`src/logic/tal_pkg.sv`:
```
package tal_pkg;

	// Channel layout, index equals alert mask bit position
	localparam int NCH = 8;
	localparam int IDX_R5 = 4;
	localparam int IDX_R6 = 5;
	localparam int IDX_LOCAL = 6;

	// Register offsets
	localparam logic [7:0] REG_TEMP_BASE = 8'h00;
	localparam logic [7:0] REG_HIGH_BASE = 8'h10;
	localparam logic [7:0] REG_LOW = 8'h18;
	localparam logic [7:0] REG_OVT_BASE = 8'h20;
	localparam logic [7:0] REG_CONFIG = 8'h41;
	localparam logic [7:0] REG_ALERT_MASK = 8'h42;
	localparam logic [7:0] REG_OVT_MASK = 8'h43;
	localparam logic [7:0] REG_STAT_ALERT = 8'h44;
	localparam logic [7:0] REG_STAT_OVT = 8'h45;
	localparam logic [7:0] REG_STAT_FAULT = 8'h46;
	localparam logic [7:0] REG_EXT_R5 = 8'h55;
	localparam logic [7:0] REG_EXT_R6 = 8'h56;
	localparam logic [7:0] REG_EXT_LOCAL = 8'h57;

	// Field positions and reset values
	localparam int CFG_STOP_BIT = 7;
	localparam logic [7:0] HIGH_RST = 8'h5a;
	localparam logic [7:0] LOW_RST = 8'h00;
	localparam logic [7:0] OVT_RST = 8'h6e;
	localparam logic [7:0] CFG_RST = 8'h00;
	localparam logic [7:0] MASK_RST = 8'h00;
	localparam logic [7:0] EXT_RST = 8'h00;
	localparam logic [7:0] FAULT_TEMP = 8'hff;
	localparam logic [7:0] OVT_HYST = 8'h04;
	localparam logic [6:0] ARA_ADDR = 7'h19;

	// Diode fault qualification time
	localparam int CLK_FREQ_MHZ = 100;
	localparam int FAULT_TIME_US = 4000;
	localparam int FAULT_CYC = FAULT_TIME_US * CLK_FREQ_MHZ;

	typedef enum logic [6:0] {
		SMB_IDLE = 7'h01,
		SMB_ADDR = 7'h02,
		SMB_ACKA = 7'h04,
		SMB_RX = 7'h08,
		SMB_ACKR = 7'h10,
		SMB_TX = 7'h20,
		SMB_TXACK = 7'h40
	} tal_smb_st_t;

	typedef enum logic [1:0] {
		SEQ_START = 2'h1,
		SEQ_WAIT = 2'h2
	} tal_seq_t;

endpackage

```
`src/logic/tal_reg_if.sv`:
```
interface tal_reg_if;
	logic [7:0] ptr;
	logic [7:0] wdata;
	logic [7:0] rdata;
	logic wr;
	logic rd;
	logic ara_armed;
	logic ara_done;

	modport smb (output ptr, output wdata, output wr, output rd,
		output ara_done, input rdata, input ara_armed);
	modport regs (input ptr, input wdata, input wr, input rd,
		input ara_done, output rdata, output ara_armed);
endinterface

```
`src/logic/tal_chan_cmp.sv`:
```
module tal_chan_cmp #(
	parameter int W = 8,
	parameter logic [W-1:0] HYST = tal_pkg::OVT_HYST
) (
	input wire logic [W-1:0] temp,
	input wire logic [W-1:0] high_lim,
	input wire logic [W-1:0] low_lim,
	input wire logic [W-1:0] ovt_lim,
	input wire logic ovt_now,
	input wire logic open_fault,
	output logic viol,
	output logic ovt_next
);
	// Window check, silenced by an open diode
	assign viol = !open_fault && (temp > high_lim || temp < low_lim);

	// Hysteresis band; extra bit keeps the sum from wrapping
	always_comb begin
		if (open_fault)
			ovt_next = 1'b0;
		else if (temp > ovt_lim)
			ovt_next = 1'b1;
		else if ({1'b0, temp} + {1'b0, HYST} < {1'b0, ovt_lim})
			ovt_next = 1'b0;
		else
			ovt_next = ovt_now;
	end
endmodule // tal_chan_cmp

```
`src/logic/tal_smb_slave.sv`:
```
module tal_smb_slave #(
	parameter logic [6:0] OWN_ADDR = 7'h2b
) (
	input wire logic sys_clk,
	input wire logic rstn,
	input wire logic smb_clk,
	input wire logic smb_data_in,
	output logic smb_data_out,
	output logic smb_data_oe_n,
	tal_reg_if.smb bus
);
	typedef struct packed {
		tal_pkg::tal_smb_st_t st;
		logic [7:0] sr;
		logic [3:0] cnt;
		logic rw;
		logic ara;
		logic have_cmd;
		logic drive;
		logic scl;
		logic sda;
		logic wr;
		logic rd;
		logic done;
		logic [7:0] ptr;
		logic [7:0] wdata;
	} tal_smb_state_t;

	localparam tal_smb_state_t RST = '{st: tal_pkg::SMB_IDLE, sr: 8'h00,
		cnt: 4'h0, scl: 1'b1, sda: 1'b1, ptr: 8'h00, wdata: 8'h00,
		default: 1'b0};

	tal_smb_state_t q, d;
	logic rise, fall, start, stop, addr_hit, ara_hit;

	// Bus events from the previous sample
	assign rise = !q.scl && smb_clk;
	assign fall = q.scl && !smb_clk;
	assign start = q.scl && smb_clk && q.sda && !smb_data_in;
	assign stop = q.scl && smb_clk && !q.sda && smb_data_in;
	assign addr_hit = q.sr[7:1] == OWN_ADDR;
	// Only answer the alert response call while an alert is pending
	assign ara_hit = q.sr[7:1] == tal_pkg::ARA_ADDR && q.sr[0]
		&& bus.ara_armed;

	// Byte engine: shift on rising edge, drive on falling edge
	always_comb begin
		d = q;
		d.wr = 1'b0;
		d.rd = 1'b0;
		d.done = 1'b0;
		d.scl = smb_clk;
		d.sda = smb_data_in;
		if (start) begin
			d.st = tal_pkg::SMB_ADDR;
			d.cnt = 4'h0;
			d.drive = 1'b0;
		end else if (stop) begin
			d.st = tal_pkg::SMB_IDLE;
			d.drive = 1'b0;
			d.have_cmd = 1'b0;
		end else begin
			case (q.st)
				tal_pkg::SMB_ADDR: begin
					if (rise) begin
						d.sr = {q.sr[6:0], smb_data_in};
						d.cnt = q.cnt + 4'h1;
					end else if (fall && q.cnt == 4'h8) begin
						if (addr_hit || ara_hit) begin
							d.drive = 1'b1;
							d.rw = q.sr[0];
							d.ara = ara_hit && !addr_hit;
							d.st = tal_pkg::SMB_ACKA;
						end else
							d.st = tal_pkg::SMB_IDLE;
					end
				end
				tal_pkg::SMB_ACKA: begin
					if (fall) begin
						d.cnt = 4'h0;
						if (q.rw) begin
							d.sr = q.ara ? {OWN_ADDR, 1'b0} : bus.rdata;
							d.rd = !q.ara;
							d.drive = !d.sr[7];
							d.st = tal_pkg::SMB_TX;
						end else begin
							d.drive = 1'b0;
							d.st = tal_pkg::SMB_RX;
						end
					end
				end
				tal_pkg::SMB_RX: begin
					if (rise) begin
						d.sr = {q.sr[6:0], smb_data_in};
						d.cnt = q.cnt + 4'h1;
					end else if (fall && q.cnt == 4'h8) begin
						d.drive = 1'b1;
						d.st = tal_pkg::SMB_ACKR;
						if (q.have_cmd) begin
							d.wr = 1'b1;
							d.wdata = q.sr;
						end else begin
							d.ptr = q.sr;
							d.have_cmd = 1'b1;
						end
					end
				end
				tal_pkg::SMB_ACKR: begin
					if (fall) begin
						d.drive = 1'b0;
						d.cnt = 4'h0;
						d.st = tal_pkg::SMB_RX;
					end
				end
				tal_pkg::SMB_TX: begin
					if (rise) begin
						d.cnt = q.cnt + 4'h1;
						// Released a one but saw zero: lower address wins
						if (!q.drive && !smb_data_in)
							d.st = tal_pkg::SMB_IDLE;
					end else if (fall) begin
						if (q.cnt == 4'h8) begin
							d.drive = 1'b0;
							d.done = q.ara;
							d.st = tal_pkg::SMB_TXACK;
						end else begin
							d.sr = {q.sr[6:0], 1'b0};
							d.drive = !q.sr[6];
						end
					end
				end
				tal_pkg::SMB_TXACK: d.st = tal_pkg::SMB_TXACK;
				default: d.st = tal_pkg::SMB_IDLE;
			endcase
		end
	end

	always_ff @(posedge sys_clk or negedge rstn) begin
		if (!rstn)
			q <= RST;
		else
			q <= d;
	end

	// Pull low only, never drive high
	assign smb_data_out = 1'b0;
	assign smb_data_oe_n = !q.drive;
	assign bus.ptr = q.ptr;
	assign bus.wdata = q.wdata;
	assign bus.wr = q.wr;
	assign bus.rd = q.rd;
	assign bus.ara_done = q.done;
endmodule // tal_smb_slave

```
`src/logic/tal_alarm_top.sv`:
```
module tal_alarm_top #(
	parameter int FAULT_CYC = tal_pkg::FAULT_CYC,
	// Slave address, value arbitrary
	parameter logic [6:0] OWN_ADDR = 7'h2b
) (
	input wire logic sys_clk,
	input wire logic rstn,
	input wire logic smb_clk,
	input wire logic smb_data_in,
	output logic smb_data_out,
	output logic smb_data_oe_n,
	input wire logic alert_in,
	output logic alert_out,
	output logic alert_oe_n,
	input wire logic overt_in,
	output logic overt_out,
	output logic overt_oe_n,
	output logic afe_start,
	output logic [2:0] afe_chan,
	input wire logic afe_done,
	input wire logic [7:0] afe_temp,
	input wire logic [7:0] afe_ext,
	input wire logic diode_open,
	input wire logic diode_short
);
	localparam int FW = $clog2(FAULT_CYC + 1);
	localparam logic [FW-1:0] FAULT_LAST = FW'(FAULT_CYC - 1);
	localparam logic [2:0] LOCAL_CH = 3'(tal_pkg::IDX_LOCAL);
	localparam logic [2:0] R5_CH = 3'(tal_pkg::IDX_R5);
	localparam logic [2:0] R6_CH = 3'(tal_pkg::IDX_R6);

	typedef struct packed {
		tal_pkg::tal_seq_t seq;
		logic [2:0] chan;
		logic [FW-1:0] fcnt;
		logic [7:0][7:0] temp;
		logic [7:0][7:0] hi;
		logic [7:0][7:0] ovl;
		logic [7:0] lo;
		logic [7:0] cfg;
		logic [7:0] amask;
		logic [7:0] omask;
		logic [2:0][7:0] ext;
		logic [7:0] st_alert;
		logic [7:0] st_fault;
		logic [7:0] ovt;
		logic alert;
		logic ovt_pin;
		logic start;
	} tal_main_state_t;

	// Power-on values of every register
	localparam tal_main_state_t RST = '{
		seq: tal_pkg::SEQ_START,
		chan: 3'h0,
		fcnt: '0,
		temp: '0,
		hi: {8{tal_pkg::HIGH_RST}},
		ovl: {8{tal_pkg::OVT_RST}},
		lo: tal_pkg::LOW_RST,
		cfg: tal_pkg::CFG_RST,
		amask: tal_pkg::MASK_RST,
		omask: tal_pkg::MASK_RST,
		ext: {3{tal_pkg::EXT_RST}},
		st_alert: 8'h00,
		st_fault: 8'h00,
		ovt: 8'h00,
		alert: 1'b0,
		ovt_pin: 1'b0,
		start: 1'b0
	};

	tal_main_state_t q, d;
	tal_reg_if bus ();

	logic finish;
	logic fault;
	logic open_fault;
	logic [7:0] new_temp;
	logic viol;
	logic ovt_next;
	logic [7:0] rdata;
	logic diode_bad;

	// Two-wire slave feeding the register file
	tal_smb_slave #(
		.OWN_ADDR(OWN_ADDR)
	) u_smb (
		.sys_clk(sys_clk),
		.rstn(rstn),
		.smb_clk(smb_clk),
		.smb_data_in(smb_data_in),
		.smb_data_out(smb_data_out),
		.smb_data_oe_n(smb_data_oe_n),
		.bus(bus)
	);

	// Limit check for the channel just converted
	tal_chan_cmp #(
		.W(8),
		.HYST(tal_pkg::OVT_HYST)
	) u_cmp (
		.temp(new_temp),
		.high_lim(q.hi[q.chan]),
		.low_lim(q.lo),
		.ovt_lim(q.ovl[q.chan]),
		.ovt_now(q.ovt[q.chan]),
		.open_fault(open_fault),
		.viol(viol),
		.ovt_next(ovt_next)
	);

	// Local sensor has no external diode to fault
	assign diode_bad = (diode_open || diode_short)
		&& q.chan != LOCAL_CH;

	// Conversion completion: normal result or a qualified diode fault
	always_comb begin
		finish = 1'b0;
		fault = 1'b0;
		new_temp = afe_temp;
		if (q.seq == tal_pkg::SEQ_WAIT) begin
			if (afe_done) begin
				finish = 1'b1;
			end else if (diode_bad && q.fcnt == FAULT_LAST) begin
				finish = 1'b1;
				fault = 1'b1;
				new_temp = tal_pkg::FAULT_TEMP;
			end
		end
	end

	// A shorted diode still runs the compare on FFh
	assign open_fault = fault && diode_open;

	// Register writes, clears, sequencer and alarm update
	always_comb begin
		d = q;
		d.start = 1'b0;

		// Host writes to limits and control
		if (bus.wr) begin
			if (bus.ptr[7:3] == tal_pkg::REG_HIGH_BASE[7:3])
				d.hi[bus.ptr[2:0]] = bus.wdata;
			else if (bus.ptr[7:3] == tal_pkg::REG_OVT_BASE[7:3])
				d.ovl[bus.ptr[2:0]] = bus.wdata;
			else begin
				case (bus.ptr)
					tal_pkg::REG_LOW: d.lo = bus.wdata;
					tal_pkg::REG_CONFIG: d.cfg = bus.wdata;
					tal_pkg::REG_ALERT_MASK: d.amask = bus.wdata;
					tal_pkg::REG_OVT_MASK: d.omask = bus.wdata;
					default: d.cfg = q.cfg;
				endcase
			end
		end

		// Clears go first so a same-cycle set wins
		if (bus.rd && bus.ptr == tal_pkg::REG_STAT_ALERT) begin
			d.st_alert = 8'h00;
			d.alert = 1'b0;
		end
		if (bus.rd && bus.ptr == tal_pkg::REG_STAT_FAULT)
			d.st_fault = 8'h00;
		if (bus.ara_done)
			d.alert = 1'b0;

		// Round robin; the alert latch has no say in it
		case (q.seq)
			tal_pkg::SEQ_START: begin
				if (!q.cfg[tal_pkg::CFG_STOP_BIT]) begin
					d.start = 1'b1;
					d.fcnt = '0;
					d.seq = tal_pkg::SEQ_WAIT;
				end
			end
			tal_pkg::SEQ_WAIT: begin
				if (finish) begin
					d.chan = q.chan + 3'h1;
					d.seq = tal_pkg::SEQ_START;
				end else if (diode_bad)
					d.fcnt = q.fcnt + FW'(1);
				else
					d.fcnt = '0;
			end
			default: d.seq = tal_pkg::SEQ_START;
		endcase

		// Result capture and alarm evaluation
		if (finish) begin
			d.temp[q.chan] = new_temp;
			d.ovt[q.chan] = ovt_next;
			if (fault)
				d.st_fault[q.chan] = 1'b1;
			if (viol) begin
				d.st_alert[q.chan] = 1'b1;
				if (!q.amask[q.chan])
					d.alert = 1'b1;
			end
			if (!fault) begin
				case (q.chan)
					R5_CH: d.ext[0] = afe_ext;
					R6_CH: d.ext[1] = afe_ext;
					LOCAL_CH: d.ext[2] = afe_ext;
					default: d.ext = q.ext;
				endcase
			end
		end

		// Overtemperature pin follows live state through its mask
		d.ovt_pin = |(d.ovt & ~d.omask);
	end

	always_ff @(posedge sys_clk or negedge rstn) begin
		if (!rstn)
			q <= RST;
		else
			q <= d;
	end

	// Read mux; unmapped offsets read as zero
	always_comb begin
		rdata = 8'h00;
		if (bus.ptr[7:3] == tal_pkg::REG_TEMP_BASE[7:3])
			rdata = q.temp[bus.ptr[2:0]];
		else if (bus.ptr[7:3] == tal_pkg::REG_HIGH_BASE[7:3])
			rdata = q.hi[bus.ptr[2:0]];
		else if (bus.ptr[7:3] == tal_pkg::REG_OVT_BASE[7:3])
			rdata = q.ovl[bus.ptr[2:0]];
		else begin
			case (bus.ptr)
				tal_pkg::REG_LOW: rdata = q.lo;
				tal_pkg::REG_CONFIG: rdata = q.cfg;
				tal_pkg::REG_ALERT_MASK: rdata = q.amask;
				tal_pkg::REG_OVT_MASK: rdata = q.omask;
				tal_pkg::REG_STAT_ALERT: rdata = q.st_alert;
				tal_pkg::REG_STAT_OVT: rdata = q.ovt;
				tal_pkg::REG_STAT_FAULT: rdata = q.st_fault;
				tal_pkg::REG_EXT_R5: rdata = q.ext[0];
				tal_pkg::REG_EXT_R6: rdata = q.ext[1];
				tal_pkg::REG_EXT_LOCAL: rdata = q.ext[2];
				default: rdata = 8'h00;
			endcase
		end
	end

	assign bus.rdata = rdata;
	assign bus.ara_armed = q.alert;

	// Front end request; start is a one-cycle pulse
	assign afe_start = q.start;
	assign afe_chan = q.chan;

	// Open-drain alarm pins: low or released, line is shared
	assign alert_out = 1'b0;
	assign alert_oe_n = !q.alert;
	assign overt_out = 1'b0;
	assign overt_oe_n = !q.ovt_pin;
endmodule // tal_alarm_top

```
`config.mk`:
```
export PLATFORM = sky130hd
export DESIGN_NAME = tal_alarm_top
export DESIGN_NICKNAME = d
export VERILOG_FILES = /design/src/logic/tal_pkg.sv /design/src/logic/tal_reg_if.sv /design/src/logic/tal_chan_cmp.sv /design/src/logic/tal_smb_slave.sv /design/src/logic/tal_alarm_top.sv
export SDC_FILE = /design/constraint.sdc
export NUM_CORES = 1
export LEC_CHECK = 0
export ABC_AREA = 1
export BUFFER_PORTS_ARGS = -buffer_cell sky130_fd_sc_hd__buf_2
export CORE_ASPECT_RATIO = 0.6
export CORE_MARGIN = 1.5
export CORE_UTILIZATION = 35
export CTS_CLUSTER_SIZE = 28
export DETAILED_ROUTE_END_ITERATION = 12
export PLACE_DENSITY_LB_ADDON = 0.1
export SLEW_MARGIN = 20
export SYNTH_ARGS = -nofsm -noshare
export SYNTH_HDL_FRONTEND = slang
export SYNTH_HIERARCHICAL = 1
export SYNTH_SLANG_ARGS = --single-unit
```
`constraint.sdc`:
```
create_clock -name sys_clk -period 10.7 [get_ports sys_clk]
set_input_delay 0.535 -clock sys_clk [delete_from_list [all_inputs] [get_ports sys_clk]]
set_output_delay 0.535 -clock sys_clk [all_outputs]
set_load 0.03 [all_outputs]
```
**After elaboration in Yosys (flattened, before gate mapping)**

Index checks and enable logic that the tools add are counted.

- Logic and storage cells: 319
- Register bits: 343
- Bits of input ports: 25

- Add/subtract/negate cells: 4
- Magnitude comparators: 8
- Equality and inequality tests: 55
- Multiplexer cells: 124
- Reductions and logical operators: 63
- Bitwise operators: 11

Operators by type and width:

| kind | number |
|---|---|
| 8-bit 2-to-1 mux | 27 |
| 64-bit bitwise mux | 3 |
| 8-bit binary-select mux with 3-bit select | 5 |
| 19-bit 2-to-1 mux | 6 |
| 8-bit one-hot mux with 10 select lines | 1 |
| 8-bit by 7-bit equality test with 1-bit output (second input constant) | 9 |
| 7-bit 2-to-1 mux | 10 |
| 8-bit demux with 3-bit select | 2 |
| 16-bit 2-to-1 mux | 3 |
| 7-bit one-hot mux with 6 select lines | 1 |
| 1-bit 2-to-1 mux | 39 |
| 19-bit one-hot mux with 2 select lines | 1 |
| 25-bit 2-to-1 mux | 1 |
| 4-bit by 1-bit != test with 1-bit output (second input constant) | 6 |
| 8-bit one-hot mux with 3 select lines | 1 |
| 6-bit AND reduction | 4 |
| 1-bit logical AND | 20 |
| 19-bit by 1-bit adder with 19-bit output (second input constant) | 1 |
| 19-bit equality test (second input constant) | 1 |
| 9-bit AND reduction | 2 |
| 8-bit greater-than comparator | 2 |
| 2-bit 2-to-1 mux | 8 |
| 8-bit bitwise OR | 2 |
| 4-bit one-hot mux with 4 select lines | 1 |
| other kinds (54) | 109 |

**Longest topological paths before layout**

Gate-level depths: netlist of the first run.

- Word-level depth: 15
- Gate-level depth with buffers: 28
- Mapped depth without buffers: 27

**Cells and area by module**

The synthesis of the first run kept the hierarchy.

By module, submodules not included:

| module | area each (um^2) | times used | seq. area each (um^2) | cells an instance |
|---|---|---|---|---|
| tal_alarm_top | 15,592.5 | 1 | 7,573.5 | 1,888 |
| tal_smb_slave | 2,707.6 | 1 | 1,104.8 | 360 |
| tal_chan_cmp | 882.1 | 1 | 0.0 | 142 |

**Worst setup path before layout of the first run**

No wires, ideal clock.

- Path kind: reg-to-reg
- Start: register q (netlist bit afe_chan[0])
- End: register q[1] (netlist name)
- Period minus slack after synthesis: 3,753 ps
- Cell stages (with the launch flop): 28
- Slack: 6,947 ps
- Data arrival time: 3,634 ps
- Path buffers: 1
- Setup time: 119 ps
- Cells stage by stage: dfrtp_1 inv_1 ha_1 nand2_1 o21ai_2 nor2_1 nand3_2 nand3b_1 buf_2 nand2_1 ha_1 nand3_2 xnor2_1 ha_1 a21oi_1 nor2_1 nor2_1 nand3_1 nand2_1 a21oi_2 inv_1 o21ai_0 inv_1 nand3_1 nand3_1 nand2_1 nor2_1 nand2_1

RTL lines:

| item | line | source |
|---|---|---|
| start: declaration | tal_alarm_top.sv:73 | `tal_main_state_t q, d;` |
| start signal: assignment | tal_alarm_top.sv:216 | `q <= RST;` |
| start signal: assignment | tal_alarm_top.sv:218 | `q <= d;` |

==> results_dict.tcl, run 1 <==
set metrics [dict create \
    status "complete, no violations" \
    cts_setup_buffers 0 \
    crit_path_start_kind "flop" \
    reg2regPathDepth 26 \
    grt_max_degree 167 \
    io_buffer_count 29 \
    synth_top_area_share_pct 34.8 \
    clkTransAtPathRegs_ps 60 \
    cts-resized-gates 0 \
    fin_util_pct 38.6 \
    io_pins 35 \
    use_met2_pct 32.1 \
    final_common_cell "nand2_1" \
    htree_levels 2 \
    ys_ff_latch 343 \
    r2r_start "afe_chan[0]$_DFFE_PN0P_" \
    grt_use_total_pct 24.2 \
    drv_cap 0 \
    finalCritPeriodShare_pct 49.6 \
    leakage_nw 9.47 \
    grtUsageMet3_pct 6.32 \
    cts_hold_buf 0 \
    place_hpwl_um 47200 \
    slew_headroom_pct 25.0 \
    fin_nets 2432 \
    num_vias 16500 \
    dieArea_um2 56300 \
    tightest_slew_ps 1120 \
    r2r_slack_ps 5390 \
    crit_path_end_kind "flop" \
    ys_types 56 \
    hold_violations 0 \
    n_antenna_cell 0 \
    synth_edf_count 0 \
    use_met1_pct 38.3 \
    core-area_um2 54200 \
    timing.fmax_mhz 188 \
    setup_viol 0 \
    antenna_found_initial 1 \
    drive_gt1_share_pct 14.1 \
    netlist_instances 2390 \
    syn_to_final_growth_pct 9.07 \
    synth_warnings 6 \
    drt-pass1-iter-count 6 \
    final_cell_mix "667 x nand2_1, 270 x inv_1, 267 x dfrtp_1, 178 x o21ai_0, 139 x nor2_1" \
    worstSetupStartpoint "afe_chan[0]$_DFFE_PN0P_" \
    place.gp.congestion 0.897 \
    hp-class "primary input to asynchronous set/reset pin" \
    n_fill_cell 5543 \
    critPathMaxFanout 17 \
    vdd_ir_drop_max_mv 0.177 \
    avgViaCountPerCell 5.30 \
    maxSlewViolCount 0 \
    synth_area_leaders "dfrtp_1 35%, nand2_1 13%, dfstp_2 10%" \
    grt_pass1_vias 15700 \
    die_x_um 305 \
    yosysTopAreaCell "dfrtp_1" \
    cts_tree "built" \
    first_iter_violations 1796 \
    drc 0 \
    async_flop_share_pct 100 \
    fin_worst_skew_ps 13.8 \
    wl_per_cell_um 21.7 \
    cts_buffers 38 \
    grt-ovfl-total 0 \
    grt_pass1_wl_um 102000 \
    synth_ff_type "dfrtp_1" \
    crit_type "flop to flop" \
    r2r-end "q[1]$_DFF_PN0_" \
    die_y_um 184 \
    period_minus_slack_ps 5310 \
    clk_latency_ps 540 \
    yosysSeqAreaShare_pct 45.2 \
    cp.arrival_ps 5720 \
    tns_ps 0 \
    clock_sinks 343 \
    required_ps 11110 \
    synth_area_um2 19200 \
    wl_um 67600 \
    rows 66 \
    start_util_pct 35.4 \
    grt_setup_unrepaired "no" \
    root_buffer "clkbuf_16" \
    cts_buffer_depth 3 \
    ant_nets 0 \
    power_density_nw_per_um2 179 \
    avgSynthCellArea_um2 8.03 \
    busiest_layer "met1" \
    cp-endpoint "q[1]$_DFF_PN0_" \
]
through the flow:
step / cells / power (W) / area, um2 / setup WS (ps) / hold slack [ps]
after floorplan: 2391 / 0.00211 / 19200 / 6950 / 239
after global placement: 3041 / 0.00241 / 19700 / 5520 / 430
after detailed placement: 3041 / 0.00242 / 19700 / 5530 / 430
after CTS: 3108 / 0.00378 / 20900 / 5490 / 101
after global routing: 3108 / 0.00396 / 20900 / 4910 / 103
final: 3108 / 0.00375 / 20900 / 5390 / 29.2
Yosys cell counts (all sizes together), types with 7 or more instances:
library cell and instances:
inv 292, ha 40, buf 76, nor2 166, o211ai 11, and2 9
o21ai 321, a21oi 47, xor2 7, o2bb2ai 7, dfstp 76, a221oi 19
o22ai 36, nand2 707, a22o 9, dfrtp 267, nor3 19, nand3 95
o21a 7, nand4 43, clkbuf 42, o2111ai 18, a22oi 52
worst max-delay path, stage by stage, from the launching register on:
cell and delay [ps]:
dfrtp_1 500, inv_1 200, ha_1 230, nand2_1 110, o21ai_2 120, nor2_1 130, nand3_2 120, nand3b_1 180
buf_4 250, nand2_1 610, ha_1 360, nand3_2 130, xnor2_1 160, ha_1 300, a21oi_1 140, nor2_1 50
nor2_1 120, nand3_1 260, nand2_1 160, a21oi_2 70, inv_1 210, o21ai_0 120, nand3b_1 190, nand3_1 130
nand2_1 60, nor2_1 140, nand2_1 80
power breakdown:
| group | total, W | leakage [nW] | internal (W) | switching [W] |
|---|---|---|---|---|
| sequential | 0.00159 | 4.23 | 0.00149 | 0.0000993 |
| clock | 0.00134 | 0.608 | 0.000785 | 0.000554 |
| combinational | 0.000825 | 4.64 | 0.000227 | 0.000598 |
layout make-up:
type | instances | area [um2] | area share (%)
Inverter | 292 | 1100 | 5.25
Multi-Input combinational cell | 1638 | 8650 | 41.3
Tap cell | 714 | 893 | 4.27
Clock inverter | 5 | 51.3 | 0.245
Sequential cell | 343 | 8680 | 41.5
Clock buffer | 62 | 1190 | 5.71
Timing Repair Buffer | 54 | 355 | 1.70
metal layers:
layer,share of wire [%],vias up
li1,-,7792
met2,38,582
met3,9.2,91
met4,1.9,0
met5,0,-
met1,51,8004
cells by family after synthesis:
group / synth area share (%)
AOI/OAI and AO/OA: 17.3
xor gates and xnor gates: 0.457
adders and majority gates: 2.61
buffers and inverters: 9.68
DFF: 45.2
other: 0.0392
and+or+nand+nor: 24.7
worst min-delay path by stage:
| stage | endpoint | startpoint | slack (ps) | cells after the start |
|---|---|---|---|---|
| finish | q[157]$_DFFE_PN0P_ | rstn | 30 | 1 |
| global route | q[157]$_DFFE_PN0P_ | rstn | 100 | 1 |
| CTS | q[157]$_DFFE_PN0P_ | rstn | 100 | 1 |
| detailed placement | bus.ara_armed$_DFF_PN0_ | u_smb/bus.ara_done$_DFF_PN0_ | 430 | 1 |
| global placement | bus.ara_armed$_DFF_PN0_ | u_smb/bus.ara_done$_DFF_PN0_ | 430 | 1 |
| floorplan | afe_chan[0]$_DFFE_PN0P_ | rstn | 240 | 0 |
flip-flops by register name, summed over array words and instances (netlist names):
register	flops
q	294
bus.ara_armed	1
u_smb/bus.wdata	8
afe_chan	3
u_smb/bus.ptr	8
u_smb/q	25
afe_start	1
u_smb/bus.ara_done	1
u_smb/bus.wr	1
u_smb/bus.rd	1
Power figures use the tool's default switching activity.
==> run 2, diff against run 1 <==
clock period = 5 ns   (was 10.7 ns; I/O delays follow)
==> run 2 against run 1 <==
Effect of this change: non-clock buffer count is 21 higher; critical endpoint unchanged; via count rose by 1.8%; critical path depth increased by 1; critical path type unchanged; maximum frequency increased by 16%; final cell count increased by 0.71%; register-to-register slack worse by 5000 ps; power is 120% higher; global-route usage rose by 0.73 points.
==> results_dict.tcl, run 2 (synthesis gave the netlist of run 1 again) <==
set metrics [dict create \
    status "complete, no violations" \
    syn_to_final_growth_pct 10.3 \
    reg_top3 "q: 294 flops, u_smb/q: 25 flops" \
    tns_ps 0 \
    root_buffer "clkbuf_16" \
    num_vias 16800 \
    drc 0 \
    path_delay_family "simple AND/OR/NAND/NOR gates" \
    slew_headroom_pct 24.6 \
    drv_cap 0 \
    cts_setup_buffers 0 \
    io_pins 35 \
    clk_latency_ps 560 \
    cpPeakStageDelay_ps 450 \
    rows 66 \
    hp-class "primary input to flop" \
    place.gp.congestion 0.954 \
    htree_levels 2 \
    fin_worst_skew_ps 30.0 \
    grt_use_total_pct 25.0 \
    setup_viol 0 \
    drt-pass1-iter-count 6 \
    grt_max_degree 129 \
    wl_um 69900 \
    fin_area_um2 21200 \
    die_y_um 184 \
    maxSlewViolCount 0 \
    finalCritPeriodShare_pct 91.2 \
    crit_type "flop to flop" \
    crit_path_end_kind "flop" \
    wl_per_cell_um 22.3 \
    grt_pass1_vias 15700 \
    cts_tree "built" \
    crit_path_start_kind "flop" \
    hold_violations 0 \
    vdd_ir_drop_max_mv 0.270 \
    final_common_cell "nand2_1" \
    top_register "q" \
    cts_buffers 37 \
    timing.fmax_mhz 219 \
    fin_nets 2452 \
    period_minus_slack_ps 4560 \
    cp_slowest_cell "dfrtp_2" \
    clkTransAtPathRegs_ps 70 \
    tightest_slew_ps 1130 \
    io_buffer_count 29 \
    first_iter_violations 1756 \
    dpl-instance-area_um2 19800 \
    clock_sinks 343 \
    leakage_nw 9.59 \
    cpMostUsedCell "nand2_1" \
    start_util_pct 35.4 \
    grt-ovfl-total 0 \
    dieArea_um2 56300 \
    n_fill_cell 5616 \
    core-area_um2 54200 \
    cp.buffers_inverters 4 \
    die_x_um 305 \
    avgViaCountPerCell 5.35 \
    power_density_nw_per_um2 388 \
    largest_register_ffs 294 \
    cts_buffer_depth 3 \
    antenna_found_initial 1 \
    ant_nets 0 \
    grt_pass1_wl_um 104000 \
    cp.arrival_ps 5060 \
    drive_gt1_share_pct 14.7 \
    required_ps 5500 \
    place_hpwl_um 50000 \
    critPathMaxFanout 17 \
    final_cell_mix "667 x nand2_1, 270 x inv_1, 266 x dfrtp_1, 178 x o21ai_0, 139 x nor2_1" \
    grt_setup_unrepaired "no" \
]
-- run 2: worst paths after layout --
check | startpoint | to | slack [ps] | depth (start not counted)
worst max-delay path | afe_chan[0]$_DFFE_PN0P_ | q[1]$_DFF_PN0_ | 440 | 27
worst min-delay path | diode_short | q[283]$_DFFE_PN0P_ | 170 | 5
worst max register to register | afe_chan[0]$_DFFE_PN0P_ | q[1]$_DFF_PN0_ | 440 | 27
worst min register to register | u_smb/bus.ara_done$_DFF_PN0_ | bus.ara_armed$_DFF_PN0_ | 440 | 1
max in group asynchronous | rstn | q[96]$_DFFE_PN1P_ | 3450 | 3
min in group asynchronous | rstn | q[173]$_DFFE_PN0P_ | 280 | 2
-- run 2: worst min-delay path, delay by kind of cell --
family	cells	cell delay, ps
buf+inv	1	100
compound gates	1	100
simple gates	3	240
-- run 2: cell type report --
class                           count  area, um2  area share (%)
Clock buffer                       50       1020            4.84
Clock inverter                     17        250            1.18
Multi-Input combinational cell   1638       8650            40.9
Inverter                          292       1100            5.19
Timing Repair Buffer               75        553            2.61
Tap cell                          714        893            4.22
Sequential cell                   343       8680            41.0
Antenna cell                        1       2.50          0.0118
-- run 2: repair_timing --
item	CTS	global route
endpoints found under the setup margin	0	1
resized for setup	0	1
endpoints found under the hold margin	71	0
hold buffers	11	0
-- run 2: layer usage --
| metal | wire (um) | track usage (%) | vias up |
|---|---|---|---|
| met5 | 0 | 0 | - |
| met4 | 1170 | 5.27 | 0 |
| met3 | 6660 | 5.12 | 82 |
| met2 | 26500 | 32.7 | 726 |
| met1 | 35600 | 40.6 | 8111 |
| li1 | - | - | 7842 |
-- run 2: metrics by stage --
stage | utilization [%] | instances | hold WS, ps | setup slack, ps | power (W)
floorplan | - | 2391 | -45.6 | 1250 | 0.00452
global route | 39.0 | 3129 | 243 | 51.7 | 0.00858
global placement | 36.5 | 3051 | 326 | 514 | 0.00521
detailed placement | 36.5 | 3051 | 323 | 409 | 0.00523
finish | 39.0 | 3130 | 169 | 438 | 0.00821
CTS | 39.0 | 3129 | 170 | 394 | 0.00824
-- run 2: report_power, final --
group,internal [W],switching (W)
registers,0.00318,0.000213
logic,0.000508,0.00132
clock network,0.00176,0.00122
total,0.00545,0.00276
==> run 3, diff against run 2 <==
CORE_ASPECT_RATIO = default   (was 0.6)
GPL_ROUTABILITY_DRIVEN = 0   (was default)
REMOVE_ABC_BUFFERS = 1   (was default)
==> run 3 against run 2 <==
Effect of this change: flip-flop and latch count is the same; critical path depth is 1 lower; global-route usage down 0.40 points; clock skew down 8.8 ps; sequential share of layout area decreased by 0.44 points; die area about the same; cell area increased by 1.1%; maximum frequency rose by 0.26%; hold slack gained 4.7 ps; non-clock buffer count increased by 1; register-to-register slack is essentially flat.
==> results_dict.tcl, run 3 (synthesis gave the netlist of run 1 again) <==
set metrics [dict create \
    status "complete, no violations" \
    reg_top3 "q: 294 flops, u_smb/q: 25 flops" \
    root_buffer "clkbuf_16" \
    grt_max_degree 115 \
    first_iter_violations 1363 \
    setup_viol 0 \
    p_sw_w 0.00283 \
    cp_slowest_cell "dfrtp_1" \
    clkPwrFrac_pct 39.2 \
    hp-class "primary input to flop" \
    cts_setup_buffers 0 \
    drt-pass1-iter-count 5 \
    fin_worst_skew_ps 21.2 \
    cts-resized-gates 0 \
    clock_sinks 343 \
    final_cell_mix "667 x nand2_1, 270 x inv_1, 267 x dfrtp_1, 178 x o21ai_0, 138 x nor2_1" \
    power_frac_seq_pct 39.4 \
    crit_path_start_kind "flop" \
    internal-power_w 0.00580 \
    cpMostUsedCell "nand2_1" \
    antenna_found_initial 0 \
    crit_path_end_kind "flop" \
    io_buffer_count 29 \
    n_antenna_cell 0 \
    crit_type "flop to flop" \
    hold_violations 0 \
    clk_latency_ps 580 \
    leakage_nw 9.72 \
    fin_total_pwr_w 0.00863 \
    wl_um 68200 \
    vdd_ir_drop_max_mv 0.298 \
    wl_per_cell_um 21.8 \
    top_register "q" \
    rows 85 \
    die_x_um 237 \
    num_vias 16600 \
    cp.arrival_ps 5010 \
    io_pins 35 \
    drv_cap 0 \
    sw_frac_of_total_pct 32.8 \
    place_hpwl_um 46700 \
    cts_hold_buf 11 \
    maxSlewViolCount 0 \
    power_density_nw_per_um2 404 \
    cpPeakStageDelay_ps 490 \
    combPwrFrac_pct 21.4 \
    tns_ps 0 \
    drive_gt1_share_pct 15.1 \
    htree_levels 2 \
    grt-ovfl-total 0 \
    finalCritPeriodShare_pct 91.0 \
    start_util_pct 35.5 \
    grt_setup_unrepaired "no" \
    fin_nets 2459 \
    drc 0 \
    n_fill_cell 5609 \
    dieArea_um2 56200 \
    final_common_cell "nand2_1" \
    cts_buffers 43 \
    avgViaCountPerCell 5.30 \
    grt_use_total_pct 24.6 \
    tightest_slew_ps 1020 \
    largest_register_ffs 294 \
    cts_buffer_depth 3 \
    syn_to_final_growth_pct 11.5 \
    required_ps 5460 \
    critPathMaxFanout 9 \
    slew_headroom_pct 32.2 \
    die_y_um 237 \
    clkTransAtPathRegs_ps 60 \
    period_minus_slack_ps 4550 \
    timing.fmax_mhz 220 \
    core-area_um2 54000 \
    cts_tree "built" \
    grt_pass1_vias 16400 \
    grt_pass1_wl_um 104000 \
    ant_nets 0 \
]
run 3: cell types whose count changed in the layout (fill, tap and decap cells not counted), sizes merged:
cell and change:
buf +1, clkinvlp +1, clkbuf +13, diode -1, inv -2
run 3: power by group through the flow:
stage	clock (W)	sequential [W]	combinational, W
floorplan	0	0.00341	0.00102
finish	0.00338	0.00340	0.00185
CTS	0.00346	0.00340	0.00183
detailed placement	0	0.00344	0.00182
global route	0.00356	0.00345	0.00202
global placement	0	0.00344	0.00179
run 3: worst paths after layout:
path                                    startpoint                  to  slack [ps]  depth (start not counted)
max                        afe_chan[0]$_DFFE_PN0P_      q[1]$_DFF_PN0_         450                         26
min                                    diode_short  q[283]$_DFFE_PN0P_         170                          5
max reg2reg                afe_chan[0]$_DFFE_PN0P_      q[1]$_DFF_PN0_         450                         26
min reg2reg                      q[85]$_DFFE_PN1P_   q[85]$_DFFE_PN1P_         470                          2
max in group asynchronous                     rstn  q[293]$_DFFE_PN0P_        3420                          3
min in group asynchronous                     rstn  q[127]$_DFFE_PN0P_         250                          2
run 3: metal layers:
| metal | part of all wire [%] | track usage (%) | vias up |
|---|---|---|---|
| li1 | - | - | 7864 |
| met1 | 45 | 33.9 | 8061 |
| met2 | 45 | 38.8 | 537 |
| met3 | 6.2 | 4.10 | 110 |
| met4 | 3.4 | 8.90 | 0 |
| met5 | 0 | 0 | - |
run 3: worst max-delay path: cells and delay by family (launching register included):
family,cells,cell delay [ps]
AO/OA/AOI/OAI,4,450
adder cells (fa/ha/maj),3,790
buffers and inverters,3,450
AND/OR/NAND/NOR,15,2080
XOR/XNOR,1,160
flip-flops,1,490
run 3: area by class of cell:
cell class | instances | area, um2 | share of cell area (%)
clock buffers | 63 | 1290 | 6.05
clock inverters | 16 | 236 | 1.11
inverters | 292 | 1100 | 5.14
multi-input cells | 1638 | 8650 | 40.5
flip-flops and latches | 343 | 8680 | 40.6
well taps | 696 | 871 | 4.07
repair buffers | 76 | 548 | 2.56
run 3: stage by stage:
| stage | setup slack, ps | utilization [%] | area (um2) | hold WS, ps | std cells |
|---|---|---|---|---|---|
| after floorplan | 642 | - | 18400 | -45.6 | 2273 |
| after global placement | 661 | 36.5 | 19700 | 299 | 3034 |
| after detailed placement | 504 | 36.5 | 19700 | 309 | 3034 |
| after CTS | 489 | 39.6 | 21400 | 135 | 3124 |
| after global routing | 55.8 | 39.6 | 21400 | 206 | 3124 |
| final | 450 | 39.6 | 21400 | 173 | 3124 |
